$ cat config.mk
export PLATFORM = sky130hd
export DESIGN_NAME = adcch_top
export DESIGN_NICKNAME = d
export VERILOG_FILES = /design/src/rtl/adcch_pkg.sv /design/src/rtl/adcch_top.sv /design/src/rtl/adcch_format.sv /design/src/rtl/adcch_scan.sv
export SDC_FILE = /design/constraint.sdc
export NUM_CORES = 1
export LEC_CHECK = 0
export ABC_AREA = 1
export BUFFER_PORTS_ARGS = -buffer_cell sky130_fd_sc_hd__buf_2
export CAP_MARGIN = 15
export CORE_AREA = 2 2 116 95
export CTS_CLUSTER_SIZE = 24
export DETAILED_ROUTE_END_ITERATION = 12
export DIE_AREA = 0 0 118 97
export PLACE_DENSITY = 0.87
export SYNTH_ARGS = -nofsm -noshare
export SYNTH_HDL_FRONTEND = slang
export SYNTH_SLANG_ARGS = --single-unit
$ cat constraint.sdc
create_clock -name pclk -period 6.5 [get_ports pclk]
set_clock_uncertainty 0.05 [all_clocks]
set_input_delay 1.3 -clock pclk [delete_from_list [all_inputs] [get_ports pclk]]
set_output_delay 1.3 -clock pclk [all_outputs]
set_load 0.02 [all_outputs]
$ cat src/rtl/adcch_pkg.sv
/*
  adcch_pkg: register indices, field positions, reset values and enums for the
  converter channel block.
  assumes: APB with 32-bit data; each 8-bit register sits in the low byte of a word.
*/
package adcch_pkg;
  // ****************************************************************
  // register indices (byte address is four times the index)
  // ****************************************************************
  localparam logic [2:0] IDX_CHANNEL_CONTROL   = 3'h0;
  localparam logic [2:0] IDX_CHANNEL_INPUT_SEL = 3'h1;
  localparam logic [2:0] IDX_CHANNEL_IRQ_CTRL  = 3'h2;
  localparam logic [2:0] IDX_CHANNEL_IRQ_FLAG  = 3'h3;
  localparam logic [2:0] IDX_CHANNEL_RES_LOW   = 3'h4;
  localparam logic [2:0] IDX_CHANNEL_RES_HIGH  = 3'h5;
  localparam logic [2:0] IDX_CHANNEL_SCAN_CTRL = 3'h6;
  localparam logic [3:0] IDX_IRQ_STATUS        = 4'h8;
  localparam logic [3:0] IDX_IRQ_MASK          = 4'h9;
  localparam logic [3:0] IDX_MODE_CONTROL      = 4'hA;
  localparam logic [3:0] IDX_THRESHOLD         = 4'hB;
  localparam logic [3:0] IDX_CONV_CONTROL      = 4'hC;

  // ****************************************************************
  // field positions
  // ****************************************************************
  localparam int CTRL_START_BIT   = 7;
  localparam int CTRL_WMASK_BITS  = 5;
  localparam int SEL_POS_LSB      = 3;
  localparam int IRQ_COND_LSB     = 2;
  localparam int FLAG_BIT         = 0;
  localparam int SCAN_POS_LSB     = 4;
  localparam int MODE_SIGNED_BIT  = 0;
  localparam int MODE_RES_LSB     = 1;
  localparam int STAT_DONE_BIT    = 0;
  localparam int STAT_HIT_BIT     = 1;
  localparam int CONV_TIME_LSB    = 0;

  // ****************************************************************
  // reset values and masks
  // ****************************************************************
  localparam logic [7:0]  RST_BYTE        = 8'h00;
  localparam logic [7:0]  CTRL_WRITE_MASK = 8'h1F;
  localparam logic [7:0]  SEL_WRITE_MASK  = 8'h7F;
  localparam logic [7:0]  IRQC_WRITE_MASK = 8'h0F;
  localparam logic [15:0] RST_THRESHOLD   = 16'h0000;
  localparam logic [7:0]  RST_CONV_TIME   = 8'h04;

  // ****************************************************************
  // enumerations
  // ****************************************************************
  typedef enum logic [1:0] {
    ADCCH_COND_COMPLETE = 2'b00,
    ADCCH_COND_BELOW    = 2'b01,
    ADCCH_COND_RSVD     = 2'b10,
    ADCCH_COND_ABOVE    = 2'b11
  } adcch_cond_e;

  typedef enum logic [1:0] {
    ADCCH_RES_12R = 2'b00,
    ADCCH_RES_8   = 2'b10,
    ADCCH_RES_12L = 2'b11,
    ADCCH_RES_X   = 2'b01
  } adcch_res_e;

  typedef enum logic [2:0] {
    ADCCH_ST_IDLE = 3'b001,
    ADCCH_ST_CONV = 3'b010,
    ADCCH_ST_DONE = 3'b100
  } adcch_state_e;
endpackage : adcch_pkg

$ cat src/rtl/adcch_top.sv
/*
  adcch_top: one converter channel with irq condition, flag, result bytes, start
  bit and (optionally) input scan, reached over APB.
  assumes: conversion core outside; conv_done pulses with conversion_value valid;
  vector_ack pulses when the interrupt controller runs this channel's vector.
*/
// Design decision made here: the APB register port.
//
// Behaviour
// condition field bits 3:2: 00 complete, 01 below, 11 above, 10 reserved
// level field bits 1:0 enables request while flag is set
// complete condition sets flag bit 0 on each conversion
// compare conditions set flag only when threshold test passes
// vector execution clears the flag
// writing one clears flag, zero leaves it
// flag register bits 7:1 read zero; software writes zero
// signed results shown in two's complement, top bit sign
// low and high bytes form one 16-bit value
// left-adjusted: high holds 11:4, low 7:4 holds 3:0, rest zero
// right-adjusted: high 3:0 holds 11:8, low holds 7:0
// right-adjusted high 7:4 copies bit 11 when signed, else zero
// narrow mode: low holds value, high copies bit 7 when signed
// scanning only on first channel, active with nonzero span
// applied positive selection is programmed selection plus position
// position increments per conversion, wraps to zero after span
// scan covers span plus one consecutive inputs
// start bit begins conversion, hardware clears it once started
// below means less, above means greater, signed in signed mode
`timescale 1ns/100ps
module adcch_top
  import adcch_pkg::*;
#(
  parameter bit        FIRST_CHANNEL = 1'b1,
  parameter int        VALUE_WIDTH   = 12
) (
  input  wire logic        pclk,
  input  wire logic        presetn,
  input  wire logic        psel,
  input  wire logic        penable,
  input  wire logic        pwrite,
  input  wire logic [7:0]  paddr,
  input  wire logic [31:0] pwdata,
  output logic      [31:0] prdata,
  output logic             pready,
  output logic             pslverr,
  input  wire logic        conv_done,
  input  wire logic [11:0] conversion_value,
  input  wire logic        vector_ack,
  output logic             conv_start,
  output logic      [3:0]  applied_select,
  output logic      [1:0]  irq_priority_level,
  output logic             irq_request,
  output logic             irq
);
  // ****************************************************************
  // elaboration check
  // ****************************************************************
  if (VALUE_WIDTH != 12) begin : g_bad_width
    $error("adcch_top serves only a 12-bit conversion value");
  end

  // ****************************************************************
  // registers
  // ****************************************************************
  logic [7:0]  channel_control_r;
  logic [7:0]  channel_input_select_r;
  logic [7:0]  channel_irq_control_r;
  logic        irq_flag_r;
  logic [3:0]  scan_span_r;
  logic [1:0]  irq_status_r;
  logic [1:0]  irq_mask_r;
  logic [2:0]  mode_r;
  logic [15:0] threshold_r;
  logic [7:0]  conv_time_r;
  logic [7:0]  conv_cnt_r;
  logic        done_seen_r;
  adcch_state_e state_r;

  logic [7:0]  result_low_byte;
  logic [7:0]  result_high_byte;
  logic        below_hit;
  logic        above_hit;
  logic [3:0]  scan_pos;
  logic [3:0]  applied_sel_w;
  logic        wr_acc;
  logic        rd_acc;
  logic [5:0]  word_idx;
  logic        addr_ok;
  logic        cond_met;
  logic        flag_set;
  logic [31:0] rdata_nxt;
  logic        conv_done_q;

  assign wr_acc   = psel & penable & pwrite;
  assign rd_acc   = psel & penable & ~pwrite;
  assign word_idx = paddr[7:2];

  function automatic logic idx_is(input logic [5:0] w, input logic [3:0] idx);
    idx_is = (w == {2'b00, idx});
  endfunction : idx_is

  // ****************************************************************
  // address decode
  // ****************************************************************
  always_comb begin
    addr_ok   = 1'b1;
    rdata_nxt = 32'h0000_0000;
    if (paddr[1:0] != 2'b00) begin
      addr_ok = 1'b0;
    end else if (idx_is(word_idx, {1'b0, IDX_CHANNEL_CONTROL})) begin
      rdata_nxt[7:0] = channel_control_r;
    end else if (idx_is(word_idx, {1'b0, IDX_CHANNEL_INPUT_SEL})) begin
      rdata_nxt[7:0] = channel_input_select_r;
    end else if (idx_is(word_idx, {1'b0, IDX_CHANNEL_IRQ_CTRL})) begin
      rdata_nxt[7:0] = channel_irq_control_r;
    end else if (idx_is(word_idx, {1'b0, IDX_CHANNEL_IRQ_FLAG})) begin
      // upper flag bits read zero
      rdata_nxt[FLAG_BIT] = irq_flag_r;
    end else if (idx_is(word_idx, {1'b0, IDX_CHANNEL_RES_LOW})) begin
      rdata_nxt[7:0] = result_low_byte;
    end else if (idx_is(word_idx, {1'b0, IDX_CHANNEL_RES_HIGH})) begin
      rdata_nxt[7:0] = result_high_byte;
    end else if (idx_is(word_idx, {1'b0, IDX_CHANNEL_SCAN_CTRL})) begin
      // scan register exists only on the first channel
      if (FIRST_CHANNEL) begin
        rdata_nxt[7:0] = {scan_pos, scan_span_r};
      end else begin
        addr_ok = 1'b0;
      end
    end else if (idx_is(word_idx, IDX_IRQ_STATUS)) begin
      rdata_nxt[1:0] = irq_status_r;
    end else if (idx_is(word_idx, IDX_IRQ_MASK)) begin
      rdata_nxt[1:0] = irq_mask_r;
    end else if (idx_is(word_idx, IDX_MODE_CONTROL)) begin
      rdata_nxt[2:0] = mode_r;
    end else if (idx_is(word_idx, IDX_THRESHOLD)) begin
      rdata_nxt[15:0] = threshold_r;
    end else if (idx_is(word_idx, IDX_CONV_CONTROL)) begin
      rdata_nxt[7:0]  = conv_time_r;
      rdata_nxt[15:8] = conv_cnt_r;
    end else begin
      addr_ok = 1'b0;
    end
  end

  // ****************************************************************
  // apb answer: ready in the first access cycle, data registered
  // ****************************************************************
  always_ff @(posedge pclk or negedge presetn) begin
    if (!presetn) begin
      pready  <= 1'b0;
      pslverr <= 1'b0;
      prdata  <= 32'h0000_0000;
    end else begin
      pready  <= psel & ~penable;
      pslverr <= psel & ~penable & ~addr_ok;
      prdata  <= (psel & ~penable & ~pwrite & addr_ok) ? rdata_nxt : 32'h0000_0000;
    end
  end

  logic wr_take;
  logic rd_take;
  assign wr_take = wr_acc & pready & addr_ok;
  assign rd_take = rd_acc & pready & addr_ok;

  // ****************************************************************
  // configuration registers
  // ****************************************************************
  always_ff @(posedge pclk or negedge presetn) begin
    if (!presetn) begin
      channel_input_select_r <= RST_BYTE;
      channel_irq_control_r  <= RST_BYTE;
      scan_span_r            <= 4'h0;
      irq_mask_r             <= 2'b00;
      mode_r                 <= 3'b000;
      threshold_r            <= RST_THRESHOLD;
      conv_time_r            <= RST_CONV_TIME;
    end else if (wr_take) begin
      if (idx_is(word_idx, {1'b0, IDX_CHANNEL_INPUT_SEL})) begin
        channel_input_select_r <= pwdata[7:0] & SEL_WRITE_MASK;
      end else if (idx_is(word_idx, {1'b0, IDX_CHANNEL_IRQ_CTRL})) begin
        // condition and level fields
        channel_irq_control_r <= pwdata[7:0] & IRQC_WRITE_MASK;
      end else if (idx_is(word_idx, {1'b0, IDX_CHANNEL_SCAN_CTRL}) && FIRST_CHANNEL) begin
        scan_span_r <= pwdata[3:0];
      end else if (idx_is(word_idx, IDX_IRQ_MASK)) begin
        irq_mask_r <= pwdata[1:0];
      end else if (idx_is(word_idx, IDX_MODE_CONTROL)) begin
        mode_r <= pwdata[2:0];
      end else if (idx_is(word_idx, IDX_THRESHOLD)) begin
        threshold_r <= pwdata[15:0];
      end else if (idx_is(word_idx, IDX_CONV_CONTROL)) begin
        conv_time_r <= pwdata[7:0];
      end
    end
  end

  // ****************************************************************
  // conversion sequence
  // ****************************************************************
  // start acted on from idle only; a set while busy is held and starts a conversion back in idle
  always_ff @(posedge pclk or negedge presetn) begin
    if (!presetn) begin
      channel_control_r <= RST_BYTE;
    end else if (wr_take && idx_is(word_idx, {1'b0, IDX_CHANNEL_CONTROL})) begin
      channel_control_r <= {pwdata[CTRL_START_BIT] | channel_control_r[CTRL_START_BIT],
                            2'b00, pwdata[4:0] & CTRL_WRITE_MASK[4:0]};
    end else if (state_r == ADCCH_ST_IDLE && channel_control_r[CTRL_START_BIT]) begin
      // cleared once started
      channel_control_r[CTRL_START_BIT] <= 1'b0;
    end
  end

  always_ff @(posedge pclk or negedge presetn) begin
    if (!presetn) begin
      state_r     <= ADCCH_ST_IDLE;
      conv_start  <= 1'b0;
      done_seen_r <= 1'b0;
    end else begin
      conv_start  <= 1'b0;
      done_seen_r <= 1'b0;
      case (state_r)
        ADCCH_ST_IDLE: begin
          if (channel_control_r[CTRL_START_BIT]) begin
            conv_start <= 1'b1;
            state_r    <= ADCCH_ST_CONV;
          end
        end
        ADCCH_ST_CONV: begin
          if (conv_done) begin
            state_r <= ADCCH_ST_DONE;
          end
        end
        ADCCH_ST_DONE: begin
          done_seen_r <= 1'b1;
          state_r     <= ADCCH_ST_IDLE;
        end
        default: state_r <= ADCCH_ST_IDLE;
      endcase
    end
  end

  // busy cycle count, readable beside conv_time so a stuck core shows up
  always_ff @(posedge pclk or negedge presetn) begin
    if (!presetn) begin
      conv_cnt_r <= 8'h00;
    end else if (state_r == ADCCH_ST_CONV) begin
      conv_cnt_r <= (conv_cnt_r == 8'hFF) ? conv_cnt_r : conv_cnt_r + 8'h01;
    end else begin
      conv_cnt_r <= 8'h00;
    end
  end

  assign conv_done_q = (state_r == ADCCH_ST_CONV) & conv_done;

  // ****************************************************************
  // result and scan
  // ****************************************************************
  adcch_format u_format (
    .pclk             (pclk),
    .presetn          (presetn),
    .load             (conv_done_q),
    .conversion_value (conversion_value),
    .signed_mode      (mode_r[MODE_SIGNED_BIT]),
    .resolution       (mode_r[MODE_RES_LSB +: 2]),
    .threshold_value  (threshold_r),
    .result_low_byte  (result_low_byte),
    .result_high_byte (result_high_byte),
    .below_hit        (below_hit),
    .above_hit        (above_hit)
  );

  adcch_scan u_scan (
    .pclk                  (pclk),
    .presetn               (presetn),
    .step                  (conv_done_q),
    .wr_en                 (wr_take && FIRST_CHANNEL &&
                            idx_is(word_idx, {1'b0, IDX_CHANNEL_SCAN_CTRL})),
    .wr_pos                (pwdata[SCAN_POS_LSB +: 4]),
    .span                  (scan_span_r),
    .positive_input_select (channel_input_select_r[SEL_POS_LSB +: 4]),
    .scan_pos_r            (scan_pos),
    .applied_select        (applied_sel_w)
  );

  // ****************************************************************
  // channel flag and irq
  // ****************************************************************
  always_comb begin
    case (adcch_cond_e'(channel_irq_control_r[IRQ_COND_LSB +: 2]))
      // every completion
      ADCCH_COND_COMPLETE: cond_met = 1'b1;
      // compare conditions
      ADCCH_COND_BELOW:    cond_met = below_hit;
      ADCCH_COND_ABOVE:    cond_met = above_hit;
      default:             cond_met = 1'b0;
    endcase
  end

  assign flag_set = done_seen_r & cond_met;

  always_ff @(posedge pclk or negedge presetn) begin
    if (!presetn) begin
      irq_flag_r <= 1'b0;
    end else if (flag_set) begin
      irq_flag_r <= 1'b1;
    end else if (vector_ack) begin
      // vector clears
      irq_flag_r <= 1'b0;
    end else if (wr_take && idx_is(word_idx, {1'b0, IDX_CHANNEL_IRQ_FLAG}) &&
                 pwdata[FLAG_BIT]) begin
      // write one clears
      irq_flag_r <= 1'b0;
    end
  end

  // sticky status; a read clears only the bits it returned, so an event
  // landing between setup and access is kept; a new event wins
  always_ff @(posedge pclk or negedge presetn) begin
    if (!presetn) begin
      irq_status_r <= 2'b00;
    end else begin
      irq_status_r <= (rd_take && idx_is(word_idx, IDX_IRQ_STATUS) ?
                       irq_status_r & ~prdata[1:0] : irq_status_r)
                      | {flag_set, done_seen_r};
    end
  end

  always_ff @(posedge pclk or negedge presetn) begin
    if (!presetn) begin
      irq                <= 1'b0;
      irq_request        <= 1'b0;
      irq_priority_level <= 2'b00;
      applied_select     <= 4'h0;
    end else begin
      irq                <= |(irq_status_r & irq_mask_r);
      // enabled level with flag set
      irq_request        <= irq_flag_r & (channel_irq_control_r[1:0] != 2'b00);
      irq_priority_level <= channel_irq_control_r[1:0];
      applied_select     <= applied_sel_w;
    end
  end
endmodule : adcch_top

$ cat src/rtl/adcch_format.sv
/*
  adcch_format: packs a 12-bit conversion value into the low/high result bytes
  and weighs it against the threshold; registered outputs.
  assumes: value is already two's complement when signed is set.
*/
`timescale 1ns/100ps
module adcch_format
  import adcch_pkg::*;
(
  input  wire logic        pclk,
  input  wire logic        presetn,
  input  wire logic        load,
  input  wire logic [11:0] conversion_value,
  input  wire logic        signed_mode,
  input  wire logic [1:0]  resolution,
  input  wire logic [15:0] threshold_value,
  output logic      [7:0]  result_low_byte,
  output logic      [7:0]  result_high_byte,
  output logic             below_hit,
  output logic             above_hit
);
  logic        wide_sign_bit;
  logic        narrow_sign_bit;
  logic [15:0] packed_nxt;
  logic [15:0] cmp_val;

  assign wide_sign_bit   = conversion_value[11];
  assign narrow_sign_bit = conversion_value[7];

  // ****************************************************************
  // result packing
  // ****************************************************************
  always_comb begin
    case (adcch_res_e'(resolution))
      // left-adjusted packing
      ADCCH_RES_12L: packed_nxt = {conversion_value, 4'h0};
      // narrow with sign fill
      ADCCH_RES_8:   packed_nxt = {{8{signed_mode & narrow_sign_bit}}, conversion_value[7:0]};
      // right-adjusted with sign fill
      default:       packed_nxt = {{4{signed_mode & wide_sign_bit}}, conversion_value};
    endcase
  end

  // compare against the value as presented so the threshold uses the same scale
  assign cmp_val = packed_nxt;

  always_ff @(posedge pclk or negedge presetn) begin
    if (!presetn) begin
      result_low_byte  <= RST_BYTE;
      result_high_byte <= RST_BYTE;
      below_hit        <= 1'b0;
      above_hit        <= 1'b0;
    end else if (load) begin
      // one 16-bit two's complement value
      result_low_byte  <= packed_nxt[7:0];
      result_high_byte <= packed_nxt[15:8];
      // signed or unsigned compare
      if (signed_mode) begin
        below_hit <= $signed(cmp_val) < $signed(threshold_value);
        above_hit <= $signed(cmp_val) > $signed(threshold_value);
      end else begin
        below_hit <= cmp_val < threshold_value;
        above_hit <= cmp_val > threshold_value;
      end
    end
  end
endmodule : adcch_format

$ cat src/rtl/adcch_scan.sv
/*
  adcch_scan: scan position counter for the first channel.
  assumes: step pulses once per finished conversion.
*/
`timescale 1ns/100ps
module adcch_scan
  import adcch_pkg::*;
(
  input  wire logic       pclk,
  input  wire logic       presetn,
  input  wire logic       step,
  input  wire logic       wr_en,
  input  wire logic [3:0] wr_pos,
  input  wire logic [3:0] span,
  input  wire logic [3:0] positive_input_select,
  output logic      [3:0] scan_pos_r,
  output logic      [3:0] applied_select
);
  // active when span nonzero
  logic scan_on;
  assign scan_on = (span != 4'h0);

  // ****************************************************************
  // position counter
  // ****************************************************************
  always_ff @(posedge pclk or negedge presetn) begin
    if (!presetn) begin
      scan_pos_r <= 4'h0;
    end else if (step && scan_on) begin
      // wrap after span
      scan_pos_r <= (scan_pos_r >= span) ? 4'h0 : scan_pos_r + 4'h1;
    end else if (wr_en) begin
      scan_pos_r <= wr_pos;
    end
  end

  // applied selection is base plus position; wraps in four bits
  assign applied_select = scan_on ? positive_input_select + scan_pos_r : positive_input_select;
endmodule : adcch_scan

==> flow_summary_export.csv <==
group,metric,value,unit
finish,n_antenna_cell,0,
die,initial_core_util,0.602,
finish,final_nets,929,
global_routing,antenna_found_initial,0,
timing,tightest_slew,0.806,ns
place,hpwl,11800,um
finish,fillers,810,
global_routing,grt_usage,0.310,
worst_setup_path,start_kind,"input port",
synthesis,syn_area,6130,um2
finish,drive_above_1_share,0.158,
global_routing,grt_pass1_vias,5532,
synthesis,avgSynthCellArea,7.99,um2
finish,final_common_cell,"nand2_1",
place,gp_congestion,0.973,
routing,route.detailed.drc,0,
flow_run,max_cap_violations,0,
synthesis,netlist_instances,768,
synthesis,ys_ff_latch,114,
power,irDropWorstVdd,0.191,mV
routing,wl_per_cell,16.9,um
die,die_w,118,um
run_status,status,"finished clean",
die,placement_rows,33,
cts,clock_latency,0.42,ns
timing,hold_viol,0,
routing,drt-initial-drc-count,737,
synthesis,synth_flop_cell,"dfrtp_1",
timing,fin_crit,3.21,ns
finish,multi_input_area,2730,um2
worst_setup_path,endpoint_kind,"flip-flop",
timing,fin_crit_sh,0.494,
cts,root_buffer,"clkbuf_16",
timing,fin_ws,3.29,ns
hold_path,hold_path.class,"flip-flop to flip-flop",
synthesis,ys_seq_area_frac,0.465,
cts,cts.sinks,114,
finish,mostFrequentLayoutCells,"nand2_1 (207), dfrtp_1 (112), inv_1 (102), buf_2 (68), o21ai_0 (58)",
worst_setup_path,path_class,"input port to flip-flop",
worst_setup_path,crit_fanout,8,
power,power.total,1870,uW
timing,fmax,312,MHz
timing,grt_setup_unrepaired,"no",
routing,first_pass_iters,6,
place,preCtsSetupSlack,3.02,ns
timing,relSlewSlack,0.463,
timing,fin_tns_setup,0,ns
cts,postCtsHoldBufs,0,
routing,drt_wl_total,16800,um
synthesis,synth_warnings,0,
worst_setup_path,cp.arrival,3.46,ns
cts,cts_setup_buffers,0,
power,p_per_area,260,nW/um2
cts,clk_path_buf_depth,2,
cts,htree_levels,4,
die,ios,102,
finish,regArea,2860,um2
global_routing,grt_pass1_wl,27700,um
routing,routed_via_density,5.71,
synthesis,synth-edff-count,0,
synthesis,async_flop_share,1.00,
global_routing,grt-ovfl-total,0,
place,dp_cells,965,
global_routing,grt_max_degree,67,
power,p_leak,0.00376,uW
routing,ant_nets,0,
worst_setup_path,crit_required,6.75,ns
finish,fin_cells,996,
cts,post_cts_resized,0,
die,fp.dieH,97,um
finish,synthToLayoutAreaGrowth,17.2,%
cts,numCtsBuffers,17,
die,coreArea,10200,um2
synthesis,yosysUniqueCellTypes,48,
timing,slew_viol_final,0,
cts,cts_tree,"built",
routing,vias,5692,
cts,clk_pin_slew,0.05,ns
die,die-area,11400,um2
timing,finalSetupViolCount,0,
place,numPortBuffers,69,
==> per-layer routing <==
metal	up-vias	part of all wire	GRT usage	wire, um
met3	63	0.10	0.0861	1740
met2	334	0.45	0.469	7600
met5	-	0	0	0
met4	0	0.032	0.133	536
li1	2628	-	-	-
met1	2667	0.41	0.422	6940
==> flip-flops by register name, summed over array words and instances (netlist names), 6 cells and up <==
name                       cells
channel_control_r              6
channel_input_select_r         7
conv_cnt_r                     8
conv_time_r                    8
prdata                        16
threshold_r                   16
u_format.result_high_byte      8
u_format.result_low_byte       8
==> power breakdown <==
group	internal (uW)	total, uW	switching [uW]	leakage, uW
registers	725	735	10.0	0.00155
logic	29.7	104	74.6	0.00190
clock network	696	1030	330	0.000313
==> final timing paths <==
check / start / end / slack, ns / cells after the start
setup / recovery: conversion_value[7] / u_format.above_hit / 3.29 / 13
hold / removal: channel_irq_control_r[0] / irq_priority_level[0] / 0.39 / 0
setup reg to reg: mode_r[1] / u_format.above_hit / 3.68 / 13
hold reg to reg: channel_irq_control_r[0] / irq_priority_level[0] / 0.39 / 0
max in group asynchronous: presetn / mode_r[2] / 4.37 / 2
min in group asynchronous: presetn / u_format.result_high_byte[6] / 0.92 / 1
==> metrics by stage <==
stage | utilization | cell area, um2 | hold slack [ns]
2_1_floorplan | - | 6190 | 0.345
3_3_place_gp | 0.642 | 6550 | 0.384
3_5_place_dp | 0.642 | 6550 | 0.381
4_1_cts | 0.705 | 7190 | 0.387
5_1_grt | 0.705 | 7190 | 0.407
6_report | 0.705 | 7190 | 0.386
==> logic make-up after synthesis <==
family          Yosys count  share of synthesized area
simple gates            337                      0.244
other cells               1                   0.000611
buf+inv                 140                     0.0983
compound gates          146                      0.131
fa+ha+maj                26                     0.0543
flops                   114                      0.465
xor+xnor                  4                    0.00571
==> final cells by class <==
type / instances / share of cell area
Tap cell: 140 / 0.0244
Clock buffer: 21 / 0.0641
Inverter: 111 / 0.0583
Clock inverter: 10 / 0.0252
Timing Repair Buffer: 71 / 0.0505
Sequential cell: 114 / 0.397
Multi-Input combinational cell: 529 / 0.380
==> synthesized netlist by cell type (8+ instances only) <==
master,count,area share
inv_2,8,0.0049
nand3_1,42,0.034
nor2_1,45,0.028
nand4_1,8,0.0082
o21ai_0,58,0.047
inv_1,102,0.062
buf_4,18,0.022
ha_1,25,0.051
nand2_1,207,0.13
o21ai_1,33,0.027
dfrtp_1,112,0.46
a21oi_1,22,0.018
==> worst max-delay path, stage by stage <==
cell and delay (ns):
buf_2 0.12, a31oi_1 0.52, nand2_1 0.09, o21ai_0 0.17, inv_1 0.12, ha_1 0.33, a21o_1 0.20, nand3_1 0.07
a21oi_1 0.08, nor2_1 0.14, nand3_1 0.13, nand4_1 0.11, nand2_1 0.08
(Power assumes the default switching activity.)
